===== config.mk =====
export PLATFORM = sky130hd
export DESIGN_NAME = chd_decoder
export DESIGN_NICKNAME = d
export VERILOG_FILES = /design/src/design/chd_cap_map.v /design/src/design/chd_decoder.v
export VERILOG_INCLUDE_DIRS = /design/src /design/src/design
export SDC_FILE = /design/constraint.sdc
export NUM_CORES = 1
export LEC_CHECK = 0
export BUFFER_PORTS_ARGS = -buffer_cell sky130_fd_sc_hd__buf_2
export CAP_MARGIN = 40
export CORE_AREA = 3 3 96 98
export CTS_BUF_LIST = sky130_fd_sc_hd__clkbuf_8
export DETAILED_ROUTE_END_ITERATION = 16
export DIE_AREA = 0 0 99 101
export PLACE_DENSITY = 0.79
export SLEW_MARGIN = 20
export SYNTH_ARGS = -nofsm -noshare
export SYNTH_HDL_FRONTEND = slang
export SYNTH_HIERARCHICAL = 1
export SYNTH_SLANG_ARGS = --single-unit

===== constraint.sdc =====
create_clock -name pclk -period 3.02 [get_ports pclk]
set_clock_uncertainty 0.2 [all_clocks]
set_input_delay 0.453 -clock pclk [delete_from_list [all_inputs] [get_ports pclk]]
set_output_delay 0.453 -clock pclk [all_outputs]
set_load 0.01 [all_outputs]

===== src/design/chd_consts.vh =====
/*
 constants of the capability header decoder: register offsets, field
 positions, reset values and the required/useful class of each extension flag.
 assumes inclusion by bare name from the design files.
*/
`ifndef CHD_CONSTS_VH
`define CHD_CONSTS_VH

// register byte offsets
`define CHD_OFF_CTRL 12'h000
`define CHD_OFF_SUPPORT 12'h004
`define CHD_OFF_CAP 12'h008
`define CHD_OFF_COMP 12'h00C
`define CHD_OFF_ERR 12'h010
`define CHD_OFF_SEGCNT 12'h014

// reset values
`define CHD_RST_CTRL 1'h1
`define CHD_RST_SUPPORT 10'h3FF
`define CHD_RST_BASE 1'h1

// capability word fields
`define CHD_CAP_EXT_BIT 15
`define CHD_CAP_DC_BIT 0
`define CHD_CAP_MCT_BIT 7
`define CHD_NUM_FLAGS 10
`define CHD_REQ_MASK 10'h273
`define CHD_USE_MASK 10'h18C

// component word fields
`define CHD_COMP_CNT_MSB 13
`define CHD_COMP_VOFF_BIT 14
`define CHD_COMP_HOFF_BIT 15

// status register field positions
`define CHD_CAPST_EXT_BIT 16
`define CHD_CAPST_BASE_BIT 17
`define CHD_ERR_FATAL_BIT 0
`define CHD_ERR_DEGR_BIT 1
`define CHD_ERR_RSVCAP_BIT 2
`define CHD_ERR_ZCNT_BIT 3
`define CHD_ERR_WIDTH 4

`endif


===== src/design/chd_cap_map.v =====
/*
 combinational map of a capability word onto the ten extension flags.
 assumes the caller registers the result and only samples it on a strobe.
*/
`timescale 1ns/10ps
`default_nettype none

`include "chd_consts.vh"

module chd_cap_map #(
    parameter NF = `CHD_NUM_FLAGS
) (
    input wire [15:0] cap_word,
    output wire [NF-1:0] cap_flags,
    output wire ext_present,
    output wire base_only,
    output wire rsv_cap
);
    // bits 10..14 are don't-care and never reach a flag
    wire ext;
    assign ext = cap_word[`CHD_CAP_EXT_BIT];
    assign ext_present = ext;
    assign base_only = (cap_word == 16'h0000);
    // bits below the indicator with the indicator clear are a reserved form
    assign rsv_cap = ~ext & (cap_word != 16'h0000);

    genvar i;
    generate
        for (i = 0; i < NF; i = i + 1) begin : g_flag
            if (i == `CHD_CAP_DC_BIT) begin : g_dc
                assign cap_flags[i] = ext & ~cap_word[`CHD_CAP_MCT_BIT] & cap_word[i];
            end else if (i == `CHD_CAP_MCT_BIT) begin : g_mct
                assign cap_flags[i] = ext & cap_word[i] & ~cap_word[`CHD_CAP_DC_BIT];
            end else begin : g_plain
                assign cap_flags[i] = ext & cap_word[i];
            end
        end
    endgenerate
endmodule // chd_cap_map

`default_nettype wire


===== src/design/chd_decoder.v =====
/*
 capability header decoder: takes the capability and component words of the
 image_size_segment from the parser, registers the decoded flags, checks them
 against the supported set, and exposes everything over an APB slave.
 assumes parser strobes are on pclk and last one cycle; APB answers with
 no wait states.
*/
`timescale 1ns/10ps
`default_nettype none

`include "chd_consts.vh"

module chd_decoder #(
    parameter NF = `CHD_NUM_FLAGS,
    parameter CW = 14,
    parameter SEGW = 16
) (
    input wire pclk,
    input wire presetn,
    input wire psel,
    input wire penable,
    input wire pwrite,
    input wire [11:0] paddr,
    input wire [31:0] pwdata,
    output wire pready,
    output wire [31:0] prdata,
    output wire pslverr,
    input wire cap_valid,
    input wire [15:0] cap_word,
    input wire comp_valid,
    input wire [15:0] comp_word,
    input wire ext_seg_valid,
    output wire ext_seg_ready,
    output wire [NF-1:0] cap_flags,
    output wire [NF-1:0] req_flags,
    output wire [NF-1:0] use_flags,
    output wire ext_present,
    output wire base_only,
    output wire [CW-1:0] comp_count,
    output wire vert_offset,
    output wire horiz_offset,
    output wire decode_fatal,
    output wire decode_degraded,
    output wire reserved_err,
    output wire cap_done,
    output wire comp_done
);
    localparam [NF-1:0] REQ_MASK = `CHD_REQ_MASK;
    localparam [NF-1:0] USE_MASK = `CHD_USE_MASK;

    // decoded state
    reg [NF-1:0] cap_flags_ff;
    reg ext_present_ff;
    reg base_only_ff;
    reg [CW-1:0] comp_count_ff;
    reg vert_offset_ff;
    reg horiz_offset_ff;
    reg decode_fatal_ff;
    reg decode_degraded_ff;
    reg cap_done_ff;
    reg comp_done_ff;

    // software state
    reg enable_ff;
    reg [NF-1:0] support_ff;
    reg [`CHD_ERR_WIDTH-1:0] err_ff;
    reg [SEGW-1:0] seg_count_ff;

    // bus answer
    reg [31:0] prdata_ff;
    reg pslverr_ff;

    // next values
    reg [`CHD_ERR_WIDTH-1:0] nxt_err;
    reg [31:0] nxt_rdata;
    reg nxt_slverr;

    wire [NF-1:0] map_flags;
    wire map_ext;
    wire map_base;
    wire map_rsv;

    chd_cap_map #(
        .NF(NF)
    ) u_map (
        .cap_word(cap_word),
        .cap_flags(map_flags),
        .ext_present(map_ext),
        .base_only(map_base),
        .rsv_cap(map_rsv)
    );

    // capability and component strobes are only honoured while decoding is enabled
    wire cap_take;
    wire comp_take;
    assign cap_take = cap_valid & enable_ff;
    assign comp_take = comp_valid & enable_ff;

    // class check against what this decoder instance can do
    wire [NF-1:0] missing;
    wire map_fatal;
    wire map_degr;
    assign missing = map_flags & ~support_ff;
    assign map_fatal = |(missing & REQ_MASK);
    assign map_degr = |(missing & USE_MASK);

    // count field is taken as unsigned; bits 14 and 15 never leak into it
    wire [CW-1:0] cnt_field;
    wire cnt_zero;
    assign cnt_field = comp_word[`CHD_COMP_CNT_MSB:0];
    assign cnt_zero = (cnt_field == {CW{1'b0}});

    // apb decode
    wire apb_setup;
    wire apb_wr;
    wire apb_rd_setup;
    assign apb_setup = psel & ~penable;
    assign apb_wr = psel & penable & pwrite;
    assign apb_rd_setup = apb_setup & ~pwrite;

    wire mapped;
    assign mapped = (paddr == `CHD_OFF_CTRL) | (paddr == `CHD_OFF_SUPPORT) |
                    (paddr == `CHD_OFF_CAP) | (paddr == `CHD_OFF_COMP) |
                    (paddr == `CHD_OFF_ERR) | (paddr == `CHD_OFF_SEGCNT);

    // write strobes, one per writable register
    wire wr_ctrl;
    wire wr_support;
    wire wr_err;
    assign wr_ctrl = apb_wr & (paddr == `CHD_OFF_CTRL);
    assign wr_support = apb_wr & (paddr == `CHD_OFF_SUPPORT);
    assign wr_err = apb_wr & (paddr == `CHD_OFF_ERR);

    // capability word decode
    always @(posedge pclk or negedge presetn) begin
        if (!presetn) begin
            cap_flags_ff <= {NF{1'b0}};
            ext_present_ff <= 1'b0;
            base_only_ff <= `CHD_RST_BASE;
            decode_fatal_ff <= 1'b0;
            decode_degraded_ff <= 1'b0;
            cap_done_ff <= 1'b0;
        end else begin
            cap_done_ff <= cap_take;
            if (cap_take) begin
                cap_flags_ff <= map_flags;
                ext_present_ff <= map_ext;
                base_only_ff <= map_base;
                decode_fatal_ff <= map_fatal;
                decode_degraded_ff <= map_degr;
            end
        end
    end

    // component word decode
    always @(posedge pclk or negedge presetn) begin
        if (!presetn) begin
            comp_count_ff <= {CW{1'b0}};
            vert_offset_ff <= 1'b0;
            horiz_offset_ff <= 1'b0;
            comp_done_ff <= 1'b0;
        end else begin
            comp_done_ff <= comp_take;
            if (comp_take) begin
                comp_count_ff <= cnt_field;
                vert_offset_ff <= comp_word[`CHD_COMP_VOFF_BIT];
                horiz_offset_ff <= comp_word[`CHD_COMP_HOFF_BIT];
            end
        end
    end

    // sticky error bits: a write of one clears, a new event in the same
    // cycle wins so no event is lost
    always @* begin
        nxt_err = err_ff;
        if (wr_err) begin
            nxt_err = err_ff & ~pwdata[`CHD_ERR_WIDTH-1:0];
        end
        if (cap_take) begin
            if (map_fatal) begin
                nxt_err[`CHD_ERR_FATAL_BIT] = 1'b1;
            end
            if (map_degr) begin
                nxt_err[`CHD_ERR_DEGR_BIT] = 1'b1;
            end
            if (map_rsv) begin
                nxt_err[`CHD_ERR_RSVCAP_BIT] = 1'b1;
            end
        end
        if (comp_take && cnt_zero) begin
            nxt_err[`CHD_ERR_ZCNT_BIT] = 1'b1;
        end
    end

    // next values of the software registers
    reg nxt_enable;
    reg [NF-1:0] nxt_support;
    reg [SEGW-1:0] nxt_seg_count;
    wire seg_full;
    assign seg_full = (seg_count_ff == {SEGW{1'b1}});

    // the segment count ignores enable: a segment seen while decoding is
    // paused is still retained and must still be counted
    always @* begin
        nxt_enable = enable_ff;
        nxt_support = support_ff;
        nxt_seg_count = seg_count_ff;
        if (wr_ctrl) begin
            nxt_enable = pwdata[0];
        end
        if (wr_support) begin
            nxt_support = pwdata[NF-1:0];
        end
        // saturates rather than wrapping so software never sees a
        // small count after a flood of segments
        if (ext_seg_valid && !seg_full) begin
            nxt_seg_count = seg_count_ff + {{(SEGW-1){1'b0}}, 1'b1};
        end
    end

    // control registers and the retained segment count
    always @(posedge pclk or negedge presetn) begin
        if (!presetn) begin
            enable_ff <= `CHD_RST_CTRL;
            support_ff <= `CHD_RST_SUPPORT;
            err_ff <= {`CHD_ERR_WIDTH{1'b0}};
            seg_count_ff <= {SEGW{1'b0}};
        end else begin
            err_ff <= nxt_err;
            enable_ff <= nxt_enable;
            support_ff <= nxt_support;
            seg_count_ff <= nxt_seg_count;
        end
    end

    // read mux, sampled in the setup cycle so the data stands in the access
    // phase from a flip-flop; all unused bits read as zero
    always @* begin
        nxt_rdata = 32'h00000000;
        nxt_slverr = 1'b0;
        case (paddr)
            `CHD_OFF_CTRL: begin
                nxt_rdata[0] = enable_ff;
            end
            `CHD_OFF_SUPPORT: begin
                nxt_rdata[NF-1:0] = support_ff;
            end
            `CHD_OFF_CAP: begin
                nxt_rdata[NF-1:0] = cap_flags_ff;
                nxt_rdata[`CHD_CAPST_EXT_BIT] = ext_present_ff;
                nxt_rdata[`CHD_CAPST_BASE_BIT] = base_only_ff;
            end
            `CHD_OFF_COMP: begin
                // unsigned count, zero extended
                nxt_rdata[CW-1:0] = comp_count_ff;
                nxt_rdata[`CHD_COMP_VOFF_BIT] = vert_offset_ff;
                nxt_rdata[`CHD_COMP_HOFF_BIT] = horiz_offset_ff;
            end
            `CHD_OFF_ERR: begin
                nxt_rdata[`CHD_ERR_WIDTH-1:0] = err_ff;
            end
            `CHD_OFF_SEGCNT: begin
                nxt_rdata[SEGW-1:0] = seg_count_ff;
            end
            default: begin
                nxt_rdata = 32'h00000000;
            end
        endcase
        if (!mapped) begin
            nxt_slverr = 1'b1;
        end
    end

    // the answer is captured once per transfer; psel low clears the error
    // so a stale pslverr never meets a setup cycle that follows an idle cycle; back to back it stays until the new capture
    reg [31:0] nxt_prdata;
    reg nxt_pslverr;

    always @* begin
        nxt_prdata = prdata_ff;
        nxt_pslverr = pslverr_ff;
        if (apb_setup) begin
            nxt_prdata = apb_rd_setup ? nxt_rdata : 32'h00000000;
            nxt_pslverr = nxt_slverr;
        end else if (!psel) begin
            nxt_pslverr = 1'b0;
        end
    end

    always @(posedge pclk or negedge presetn) begin
        if (!presetn) begin
            prdata_ff <= 32'h00000000;
            pslverr_ff <= 1'b0;
        end else begin
            prdata_ff <= nxt_prdata;
            pslverr_ff <= nxt_pslverr;
        end
    end

    // zero wait states keep the parser side free of bus stalls
    assign pready = 1'b1;
    assign prdata = prdata_ff;
    assign pslverr = pslverr_ff;

    // segments are never refused, so none can be dropped
    assign ext_seg_ready = 1'b1;

    assign cap_flags = cap_flags_ff;
    assign req_flags = cap_flags_ff & REQ_MASK;
    assign use_flags = cap_flags_ff & USE_MASK;
    assign ext_present = ext_present_ff;
    assign base_only = base_only_ff;
    assign comp_count = comp_count_ff;
    assign vert_offset = vert_offset_ff;
    assign horiz_offset = horiz_offset_ff;
    assign decode_fatal = decode_fatal_ff;
    assign decode_degraded = decode_degraded_ff;
    assign reserved_err = |err_ff[`CHD_ERR_ZCNT_BIT:`CHD_ERR_RSVCAP_BIT];
    assign cap_done = cap_done_ff;
    assign comp_done = comp_done_ff;
endmodule // chd_decoder

`default_nettype wire


==> impl_metrics.tcl, run 1 <==
set metrics [dict create \
    crit_path_cell_trace "ha_1 -> nand4_1 -> or4_1 -> nand2_1 -> mux2_2" \
    gp_congestion 0.827 \
    worst_r2r_endpoint "seg_count_ff[1]$_DFFE_PN0P_" \
    yosysWarningCount 6 \
    p_sw_share_pct 28.4 \
    synthArstFlopShare_pct 100 \
    place_ws_ns 0.480 \
    ys_seq_area_share_pct 48.9 \
    max_stage_delay_ns 0.63 \
    area_growth_pct 17.3 \
    cts_inserted_buffers 9 \
    finalHoldViolations 0 \
    die_w_um 99 \
    totalWireLength_um 10700 \
    path_buf_inv 0 \
    timing.setup.tns_ns 0 \
    ys.flop_type "dfrtp_1" \
    p_per_area_nw_per_um2 435 \
    syn_area_um2 4220 \
    die_area_um2 10000 \
    synthCells 398 \
    peakVddDrop_v 0.000273 \
    grt_pass1_wl_um 16700 \
    power_uw 2160 \
    grt_max_degree 57 \
    core_region_area_um2 8550 \
    maxCapViolations 0 \
    n_fill_cell 759 \
    grt_pass1_vias 3307 \
    dp_hpwl_um 8360 \
    worstPathArrival_ns 2.39 \
    yosys.area.top_type_share_pct 41.5 \
    fin_nets 598 \
    viasPerCell 5.51 \
    wl_per_cell_um 17.0 \
    htree_levels 3 \
    portBuffers 123 \
    synth_top_area_cell "dfrtp_1" \
    synth_area_leaders "dfrtp_1 (41%), mux2_2 (8.5%), dfstp_2 (7.5%)" \
    postSynthRegisterBits 82 \
    vias 3450 \
    reg2reg_slack_ns 0.68 \
    detail_route.first_pass.iterations 5 \
    critPathKind "reg -> reg" \
    worstHoldPathType "in -> reg" \
    switching_power_uw 613 \
    min_from "pwdata[6]" \
    r2r_cells 5 \
    startpoint_type "flip-flop" \
    p_int_uw 1540 \
    p_clk_share_pct 31.8 \
    post_cts_buffers 0 \
    r2r-start "seg_count_ff[0]$_DFFE_PN0P_" \
    rows 34 \
    min_period_ns 2.34 \
    pin_count 172 \
    tightest_slew_ns 0.733 \
    synth_edf_count 0 \
    setup_ws_ns 0.677 \
    period_share_pct 77.6 \
    cts.sinks 82 \
    postSynthAreaPerCell_um2 10.6 \
    drv_slew 0 \
    pwr-share-seq_pct 56.7 \
    hold_path_depth 3 \
    maxClockFrequency_mhz 427 \
    leakage_uw 0.00261 \
    critPathTopFamily "simple AND/OR/NAND/NOR gates" \
    critPathCaptureType "flip-flop" \
    path_max_fanout 6 \
    layout_commonest_cell "buf_2" \
    clock-root-buffer "clkbuf_8" \
    antenna_cells 0 \
    netlist-cell-type-count 50 \
    drt_first_iter_violations 242 \
    initial_utilization_pct 49.4 \
    status "finished, final reports clean" \
    power_frac_comb_pct 11.5 \
    rsz0062_at_grt "false" \
    fp.dieH_um 101 \
    drive_gt1_share_pct 37.8 \
    final_cell_mix "buf_2 (122), dfrtp_1 (70), nand2_1 (44), mux2_2 (32), conb_1 (26)" \
    critPathSlowestCell "or4_1" \
    clkTransAtPathRegs_ns 0.09 \
    gr-usage-all-layers_pct 21.2 \
    overflow 0 \
    cts_tree "done" \
    hold_end "support_ff[6]$_DFFE_PN1P_" \
    clock_path_buffers 2 \
    slew_headroom_pct 50.7 \
    drc_errors 0 \
    required_ns 3.06 \
    setup_viol 0 \
    antenna_found_initial 0 \
    drtAntennaViolNets 0 \
    clkLatencyLatePin_ns 0.36 \
]
routing by layer:
layer | vias up | share of wire (%) | GRT usage (%)
met5 | - | 0 | 0
met4 | 0 | 2.3 | 7.46
met3 | 20 | 6.4 | 3.67
met2 | 156 | 51 | 36.0
met1 | 1689 | 40 | 27.3
li1 | 1585 | - | -
how the worst max path moves through the flow:
stage                                 from                     endpoint  cells after the start
6_report       seg_count_ff[0]$_DFFE_PN0P_  seg_count_ff[1]$_DFFE_PN0P_                      5
5_1_grt        seg_count_ff[0]$_DFFE_PN0P_  seg_count_ff[1]$_DFFE_PN0P_                      5
4_1_cts        seg_count_ff[0]$_DFFE_PN0P_  seg_count_ff[1]$_DFFE_PN0P_                      5
3_5_place_dp                      paddr[1]    support_ff[9]$_DFFE_PN1P_                      6
3_3_place_gp                      paddr[1]    support_ff[5]$_DFFE_PN1P_                      6
2_1_floorplan                     paddr[5]    support_ff[7]$_DFFE_PN1P_                      5
flip-flops by register name (all words and copies together) (netlist names), 4 cells and up:
register      count
prdata           18
seg_count_ff     16
comp_count       14
cap_flags        10
support_ff       10
err_ff            4
metrics by stage:
step	utilization [%]	cell area, um2	cells	hold WS, ns
after floorplan	-	4310	422	-0.0426
after global placement	55.6	4760	608	0.262
after detailed placement	56.0	4790	609	0.197
after CTS	58.0	4960	626	0.102
after global routing	58.0	4960	626	0.124
final	58.0	4960	626	0.101
tightest hold or removal path: cells and delay by family:
family	cells	cell delay, ns
AOI/OAI and AO/OA	1	0.06
and+or+nand+nor	1	0.04
buffers and inverters	1	0.08
power by group through the flow:
stage               logic (uW)  clock network, uW  registers (uW)
finish                     248                687            1220
CTS                        248                690            1220
floorplan                  165                  0            1220
global route               276                738            1230
detailed placement         247                  0            1240
global placement           231                  0            1240
final cells by class:
cell class	count	area [um2]	share of cell area, %
sequential	82	2070	41.7
clock buffer	9	124	2.50
multi-input combinational	278	1860	37.5
timing repair buffer	129	686	13.8
clock inverter	7	36.3	0.732
inverter	13	48.8	0.985
tap	108	135	2.73
synthesized netlist by cell type (all sizes together), types with 7 or more instances:
cell / count
dfrtp: 70
nand2: 44
buf: 42
mux2: 34
o21ai: 21
a22oi: 15
nor2: 14
inv: 13
nand3: 13
nor4: 13
dfstp: 12
mux2i: 11
and2: 9
clkbuf: 7
cells by family (layout without fill, tap and decap cells):
family	Yosys count	after routing	share of synthesized area [%]
simple gates	125	125	15.8
flops	82	82	48.9
compound gates	68	68	10.7
buf+inv	62	158	9.18
mux	46	46	12.4
xor+xnor	12	12	2.49
other cells	2	26	0.178
fa+ha+maj	1	1	0.296
what timing repair did:
| action | CTS | global route |
|---|---|---|
| hold endpoints to repair | 24 | 0 |
| hold buffers | 1 | 0 |
| resized for setup | 0 | 0 |
Note: power is estimated with default switching activity, not from simulation.
==> run 2: changes to the inputs <==
--- a/config.mk
+++ b/config.mk
@@ -6,13 +6,14 @@
 export SDC_FILE = /design/constraint.sdc
 export NUM_CORES = 1
 export LEC_CHECK = 0
+export ABC_AREA = 1
 export BUFFER_PORTS_ARGS = -buffer_cell sky130_fd_sc_hd__buf_2
 export CAP_MARGIN = 40
-export CORE_AREA = 3 3 96 98
+export CORE_AREA = 3 3 104 106
 export CTS_BUF_LIST = sky130_fd_sc_hd__clkbuf_8
 export DETAILED_ROUTE_END_ITERATION = 16
-export DIE_AREA = 0 0 99 101
-export PLACE_DENSITY = 0.79
+export DIE_AREA = 0 0 107 109
+export PLACE_DENSITY = 0.74
 export SLEW_MARGIN = 20
 export SYNTH_ARGS = -nofsm -noshare
 export SYNTH_HDL_FRONTEND = slang
==> constraint.sdc (replaced) <==
create_clock -name pclk -period 1.9 [get_ports pclk]
set_clock_uncertainty 0.2 [all_clocks]
set_input_delay 0.285 -clock pclk [delete_from_list [all_inputs] [get_ports pclk]]
set_output_delay 0.285 -clock pclk [all_outputs]
set_load 0.01 [all_outputs]
==> run 2 against run 1 <==
Utilization fell by 0.11 points. Critical path type unchanged. Non-clock buffer count rose by 37. Sequential power grew 69%. Clock power rose by 92%. Critical path depth grew 4. Cell count up 41%. Flip-flop and latch count stayed put. Synthesized area increased by 8.0%. Register-to-register slack got worse by 0.52 ns. Die area grew 17%. Synthesized cell count up 49%.
==> impl_metrics.tcl, run 2 <==
set metrics [dict create \
    peakVddDrop_v 0.000523 \
    startpoint_type "flip-flop" \
    synth_top_area_cell "dfrtp_1" \
    finalHoldViolations 0 \
    synth_area_leaders "dfrtp_1 (38%), nand2_1 (15%), nand3_1 (7.0%)" \
    status "finished, final reports clean" \
    gr-usage-all-layers_pct 22.6 \
    pwr-share-seq_pct 50.6 \
    drv_slew 0 \
    cts_inserted_buffers 9 \
    p_sw_share_pct 29.2 \
    die_area_um2 11700 \
    switching_power_uw 1190 \
    slew_headroom_pct 62.7 \
    yosys.area.top_type_share_pct 38.4 \
    synthArstFlopShare_pct 100 \
    r2r_cells 9 \
    fp.dieH_um 109 \
    largest_register_ffs 18 \
    totalWireLength_um 12800 \
    tightest_slew_ns 0.559 \
    dp_hpwl_um 9540 \
    path_max_fanout 6 \
    netlist-cell-type-count 37 \
    wl_per_cell_um 14.5 \
    critPathCaptureType "flip-flop" \
    detail_route.first_pass.iterations 7 \
    rows 36 \
    clkLatencyLatePin_ns 0.36 \
    worstHoldPathType "in -> reg" \
    top_layer_used "met4" \
    antenna_found_initial 0 \
    p_per_area_nw_per_um2 712 \
    leakage_uw 0.00307 \
    power_frac_comb_pct 17.0 \
    syn_area_um2 4560 \
    postSynthRegisterBits 82 \
    ys_seq_area_share_pct 45.3 \
    ys.flop_type "dfrtp_1" \
    grt_max_degree 42 \
    maxCapViolations 0 \
    synthCells 595 \
    final_cell_mix "nand2_1 (181), buf_2 (122), dfrtp_1 (69), nand3_1 (64), inv_1 (62)" \
    dr_wl_met2_um 6340 \
    clkTransAtPathRegs_ns 0.08 \
    final_cell_count_no_fill 883 \
    timing.setup.tns_ns 0 \
    hold_path_depth 3 \
    clock_path_buffers 2 \
    p_int_uw 2880 \
    drive_gt1_share_pct 25.9 \
    yosysWarningCount 6 \
    grt_pass1_wl_um 20600 \
    setup_viol 0 \
    cts.sinks 82 \
    synthTopCellsByCount "nand2_1 (181), dfrtp_1 (70), nand3_1 (64)" \
    layout_commonest_cell "nand2_1" \
    fin_nets 829 \
    rsz0062_at_grt "false" \
    drt_first_iter_violations 271 \
    met3_length_um 910 \
    timing.hold.ws_ns 0.0133 \
    required_ns 1.95 \
    post_cts_buffers 0 \
    portBuffers 123 \
    die_w_um 107 \
    htree_levels 3 \
    yosysMostFrequentCell "nand2_1" \
    overflow 0 \
    area_growth_pct 25.1 \
    grt_pass1_vias 4288 \
    min_period_ns 1.74 \
    worstPathArrival_ns 1.80 \
    stdcell_area_um2 5710 \
    p_clk_share_pct 32.4 \
    maxClockFrequency_mhz 574 \
    clock-root-buffer "clkbuf_8" \
    core_region_area_um2 9860 \
    met1_length_um 5190 \
    dpl_cell_area_um2 5250 \
    vias 4419 \
    cts_tree "done" \
    initial_utilization_pct 46.2 \
    drc_errors 0 \
    drtAntennaViolNets 0 \
    gp_congestion 0.947 \
    period_share_pct 91.8 \
    pin_count 172 \
    synth_edf_count 0 \
    critPathKind "reg -> reg" \
    dpl.cell_count 842 \
    viasPerCell 5.00 \
    postSynthAreaPerCell_um2 7.67 \
]
==> run 2: cell types whose count changed in the layout (fill, tap and decap cells not counted), moves of 8 or more <==
cell	change
and2_1	-8
nor2_1	+21
mux2_2	-28
a22oi_1	-15
nand3_1	+51
mux2i_1	-11
nand2_1	+137
dlygate4sd3_1	+23
buf_4	+12
o21ai_0	+24
inv_1	+47
==> run 2: power by group through the flow <==
stage / Sequential (uW) / Combinational (uW) / Clock, uW
6_report: 2060 / 689 / 1320
5_1_grt: 2080 / 780 / 1410
4_1_cts: 2050 / 687 / 1340
3_5_place_dp: 2080 / 649 / 0
3_3_place_gp: 2080 / 626 / 0
2_1_floorplan: 2050 / 405 / 0
==> run 2: final cells by class <==
type / instances / area, um2
inverter: 67 / 254
clock buffer: 12 / 165
clock inverter: 4 / 42.5
multi-input combinational: 418 / 1970
timing repair buffer: 166 / 1040
tap: 133 / 166
antenna: 1 / 2.50
sequential: 82 / 2070
fill: 908 / 4160
==> run 2: kinds of logic (layout without fill, tap and decap cells) <==
logic type	count (synthesis)	count (layout)	share of synthesized area [%]
simple gates	313	313	30.1
buf+inv	119	249	13.5
flops	82	82	45.3
compound gates	63	63	7.27
xor+xnor	9	9	1.73
mux	6	6	1.65
other cells	2	27	0.165
fa+ha+maj	1	1	0.274
==> run 2: what timing repair did <==
| action | 4_1_cts | 5_1_grt |
|---|---|---|
| hold endpoints to repair | 49 | 0 |
| resized for setup | 0 | 3 |
| setup endpoints to repair | 0 | 9 |
| hold buffers | 24 | 0 |
==> run 2: stage by stage <==
stage	total power (uW)	util, %	setup WS, ns
2_1_floorplan	2460	-	0.196
3_3_place_gp	2700	53.2	0.138
3_5_place_dp	2730	53.2	0.103
4_1_cts	4070	57.8	0.0907
5_1_grt	4260	57.8	0.0425
6_report	4060	57.9	0.156
==> run 2: layer usage <==
layer  global-route usage (%)  vias to the layer above
li1                         -                     2139
met1                     28.9                     2039
met2                     37.8                      211
met3                     3.26                       30
met4                     11.1                        0
met5                        0                        -
==> run 2: path summary, 6_finish.rpt <==
| path | slack (ns) | start | end |
|---|---|---|---|
| worst min register to register | 0.28 | prdata[1]$_DFFE_PN0P_ | prdata[1]$_DFFE_PN0P_ |
| worst min-delay path | 0.01 | comp_word[8] | comp_count[8]$_DFFE_PN0P_ |
| min in group asynchronous | 0.27 | presetn | prdata[17]$_DFFE_PN0P_ |
| worst max-delay path | 0.16 | seg_count_ff[2]$_DFFE_PN0P_ | seg_count_ff[11]$_DFFE_PN0P_ |
| worst max register to register | 0.16 | seg_count_ff[2]$_DFFE_PN0P_ | seg_count_ff[11]$_DFFE_PN0P_ |
| max in group asynchronous | 0.70 | presetn | seg_count_ff[0]$_DFFE_PN0P_ |
==> run 2: critical path: stages, from the launching register on <==
cell and delay (ns):
dfrtp_1 0.47, nand3_1 0.17, nor2_2 0.14, nand2_1 0.16, nor2_2 0.20, nand2_1 0.07, nand2_1 0.07, nand2_1 0.06
nand2_1 0.05, o21ai_1 0.05
==> run 3: changes to the inputs <==
--- a/config.mk
+++ b/config.mk
@@ -7,13 +7,13 @@
 export NUM_CORES = 1
 export LEC_CHECK = 0
 export ABC_AREA = 1
-export BUFFER_PORTS_ARGS = -buffer_cell sky130_fd_sc_hd__buf_2
 export CAP_MARGIN = 40
-export CORE_AREA = 3 3 104 106
+export CORE_AREA = 3 3 96 98
 export CTS_BUF_LIST = sky130_fd_sc_hd__clkbuf_8
 export DETAILED_ROUTE_END_ITERATION = 16
-export DIE_AREA = 0 0 107 109
-export PLACE_DENSITY = 0.74
+export DIE_AREA = 0 0 99 101
+export DONT_BUFFER_PORTS = 1
+export PLACE_DENSITY = 0.68
 export SLEW_MARGIN = 20
 export SYNTH_ARGS = -nofsm -noshare
 export SYNTH_HDL_FRONTEND = slang
==> run 3 against run 2 <==
The flow now finishes with violations (negative hold slack). Sequential share of layout area rose by 3.5 points. Count of clock-buffer cells in the layout fell by 3. Combinational power fell by 28%. Cell count fell by 15%. Critical path depth fell by 1. Worst setup slack got worse by 0.021 ns. Via count fell by 9.9%. Total power fell by 2.8%.
==> impl_metrics.tcl, run 3 (same netlist as run 2, synthesis figures left out) <==
set metrics [dict create \
    status "complete, but fails checks" \
    violations "negative hold slack" \
    drv_slew 0 \
    max_stage_delay_ns 0.57 \
    post_cts_buffers 0 \
    antenna_cells 0 \
    critPathTopFamily "buffers and inverters" \
    worstHoldPathType "in -> async" \
    clkTransAtPathRegs_ns 0.08 \
    p_per_area_nw_per_um2 759 \
    endpoint "prdata[15]$_DFFE_PN0P_" \
    r2r_cells 9 \
    setup_viol 0 \
    antenna_found_initial 0 \
    htree_levels 3 \
    path_max_fanout 10 \
    min_period_ns 1.77 \
    initial_utilization_pct 53.4 \
    setup_ws_ns 0.135 \
    vias 3980 \
    grt_max_degree 83 \
    wl_per_cell_um 15.9 \
    dp_hpwl_um 8580 \
    viasPerCell 5.31 \
    critPathCaptureType "flip-flop" \
    cts.sinks 82 \
    clock-root-buffer "clkbuf_8" \
    drtAntennaViolNets 0 \
    clock_path_buffers 2 \
    path_buf_inv 4 \
    startpoint_type "input pin" \
    peakVddDrop_v 0.000419 \
    clkLatencyLatePin_ns 0.35 \
    rows 34 \
    crit_cells 8 \
    top_layer_used "met4" \
    final_cell_mix "nand2_1 (181), dfrtp_1 (70), nand3_1 (64), inv_1 (62), o21ai_0 (45)" \
    place_ws_ns 0.106 \
    drt_first_iter_violations 191 \
    rsz0062_at_grt "false" \
    leakage_uw 0.00260 \
    required_ns 1.99 \
    reg2reg_slack_ns 0.18 \
    critPathKind "in -> reg" \
    postCtsHoldBufs 42 \
    portBuffers 0 \
    dr_wl_met2_um 5850 \
    gp_congestion 0.887 \
    met3_length_um 717 \
    fin_nets 722 \
    grt_pass1_wl_um 18900 \
    layout_commonest_cell "nand2_1" \
    detail_route.first_pass.iterations 4 \
    timing.setup.tns_ns 0 \
    path_common_cell "nand2_1" \
    drc_errors 0 \
    finalHoldViolations 82 \
    die_area_um2 10000 \
    fp.dieH_um 101 \
    area_growth_pct 14.0 \
    period_share_pct 92.9 \
    drive_gt1_share_pct 10.6 \
    timing.hold.ws_ns -0.581 \
    cts_tree "done" \
    crit_start "psel" \
    pin_count 172 \
    worst_r2r_endpoint "seg_count_ff[11]$_DFFE_PN0P_" \
    overflow 0 \
    met1_length_um 4830 \
    largest_register_ffs 18 \
    r2r-start "seg_count_ff[2]$_DFFE_PN0P_" \
    totalWireLength_um 11900 \
    gr-usage-all-layers_pct 24.1 \
    worstPathArrival_ns 1.86 \
    critPathSlowestCell "dlygate4sd3_1" \
    die_w_um 99 \
    cts_inserted_buffers 9 \
    grt_pass1_vias 3892 \
    crit_path_cell_trace "dlygate4sd3_1 -> inv_1 -> nor2_1 -> nand2_1 -> inv_1 -> buf_4 -> nand2_1 -> nand2_1" \
    maxClockFrequency_mhz 567 \
    maxCapViolations 0 \
    core_region_area_um2 8550 \
]
-- run 3: cell types whose count changed in the layout (fill, tap and decap cells not counted), moves of 2 or more --
cell           previous run  this run
clkbuf_8                 12         9
buf_12                    3         1
buf_2                   122         0
dlygate4sd3_1            24        41
-- run 3: worst min-delay path by stage --
| stage | from | to | slack [ns] |
|---|---|---|---|
| global placement | presetn | prdata[17]$_DFFE_PN0P_ | -0.21 |
| detailed placement | presetn | prdata[15]$_DFFE_PN0P_ | -0.21 |
| global route | presetn | prdata[1]$_DFFE_PN0P_ | -0.60 |
| CTS | presetn | cap_done$_DFF_PN0_ | -0.59 |
| finish | presetn | seg_count_ff[3]$_DFFE_PN0P_ | -0.58 |
| floorplan | presetn | cap_done$_DFF_PN0_ | -0.21 |
-- run 3: layout make-up --
cell class / instances / area [um2]
multi-input cells: 418 / 1970
fillers: 773 / 3350
clock buffers: 9 / 124
clock inverters: 7 / 86.3
inverters: 67 / 254
flip-flops and latches: 82 / 2070
repair buffers: 59 / 563
well taps: 108 / 135
-- run 3: metal layers --
metal  track usage (%)  vias to the layer above
li1                  -                     1920
met1              29.0                     1864
met2              40.7                      156
met3              5.26                       40
met4              12.4                        0
met5                 0                        -
-- run 3: metrics by stage --
step / power (uW) / area [um2] / std cells / util [%]
6_report: 3950 / 5200 / 750 / 60.8
4_1_cts: 3950 / 5190 / 750 / 60.7
2_1_floorplan: 2460 / 4650 / 619 / -
3_5_place_dp: 2540 / 4560 / 692 / 53.4
3_3_place_gp: 2520 / 4560 / 692 / 53.4
5_1_grt: 4120 / 5200 / 750 / 60.8
-- run 3: what timing repair did --
item	CTS	global route
hold endpoints to repair	127	82
endpoints found under the setup margin	0	11
resized for setup	0	3
-- run 3: where the power goes --
part           switching (uW)  total (uW)  internal [uW]
sequential                213        2090           1880
combinational             277         493            216
clock                     631        1360            729
total                    1120        3950           2830
-- run 3: worst register-to-register path, cell delays in order, from the launching register on --
cell	delay [ns]
dfrtp_1	0.47
nand3_1	0.17
nor2_2	0.14
nand2_1	0.15
nor2_2	0.20
nand2_1	0.07
nand2_1	0.06
nand2_1	0.05
nand2_1	0.05
o21ai_1	0.05
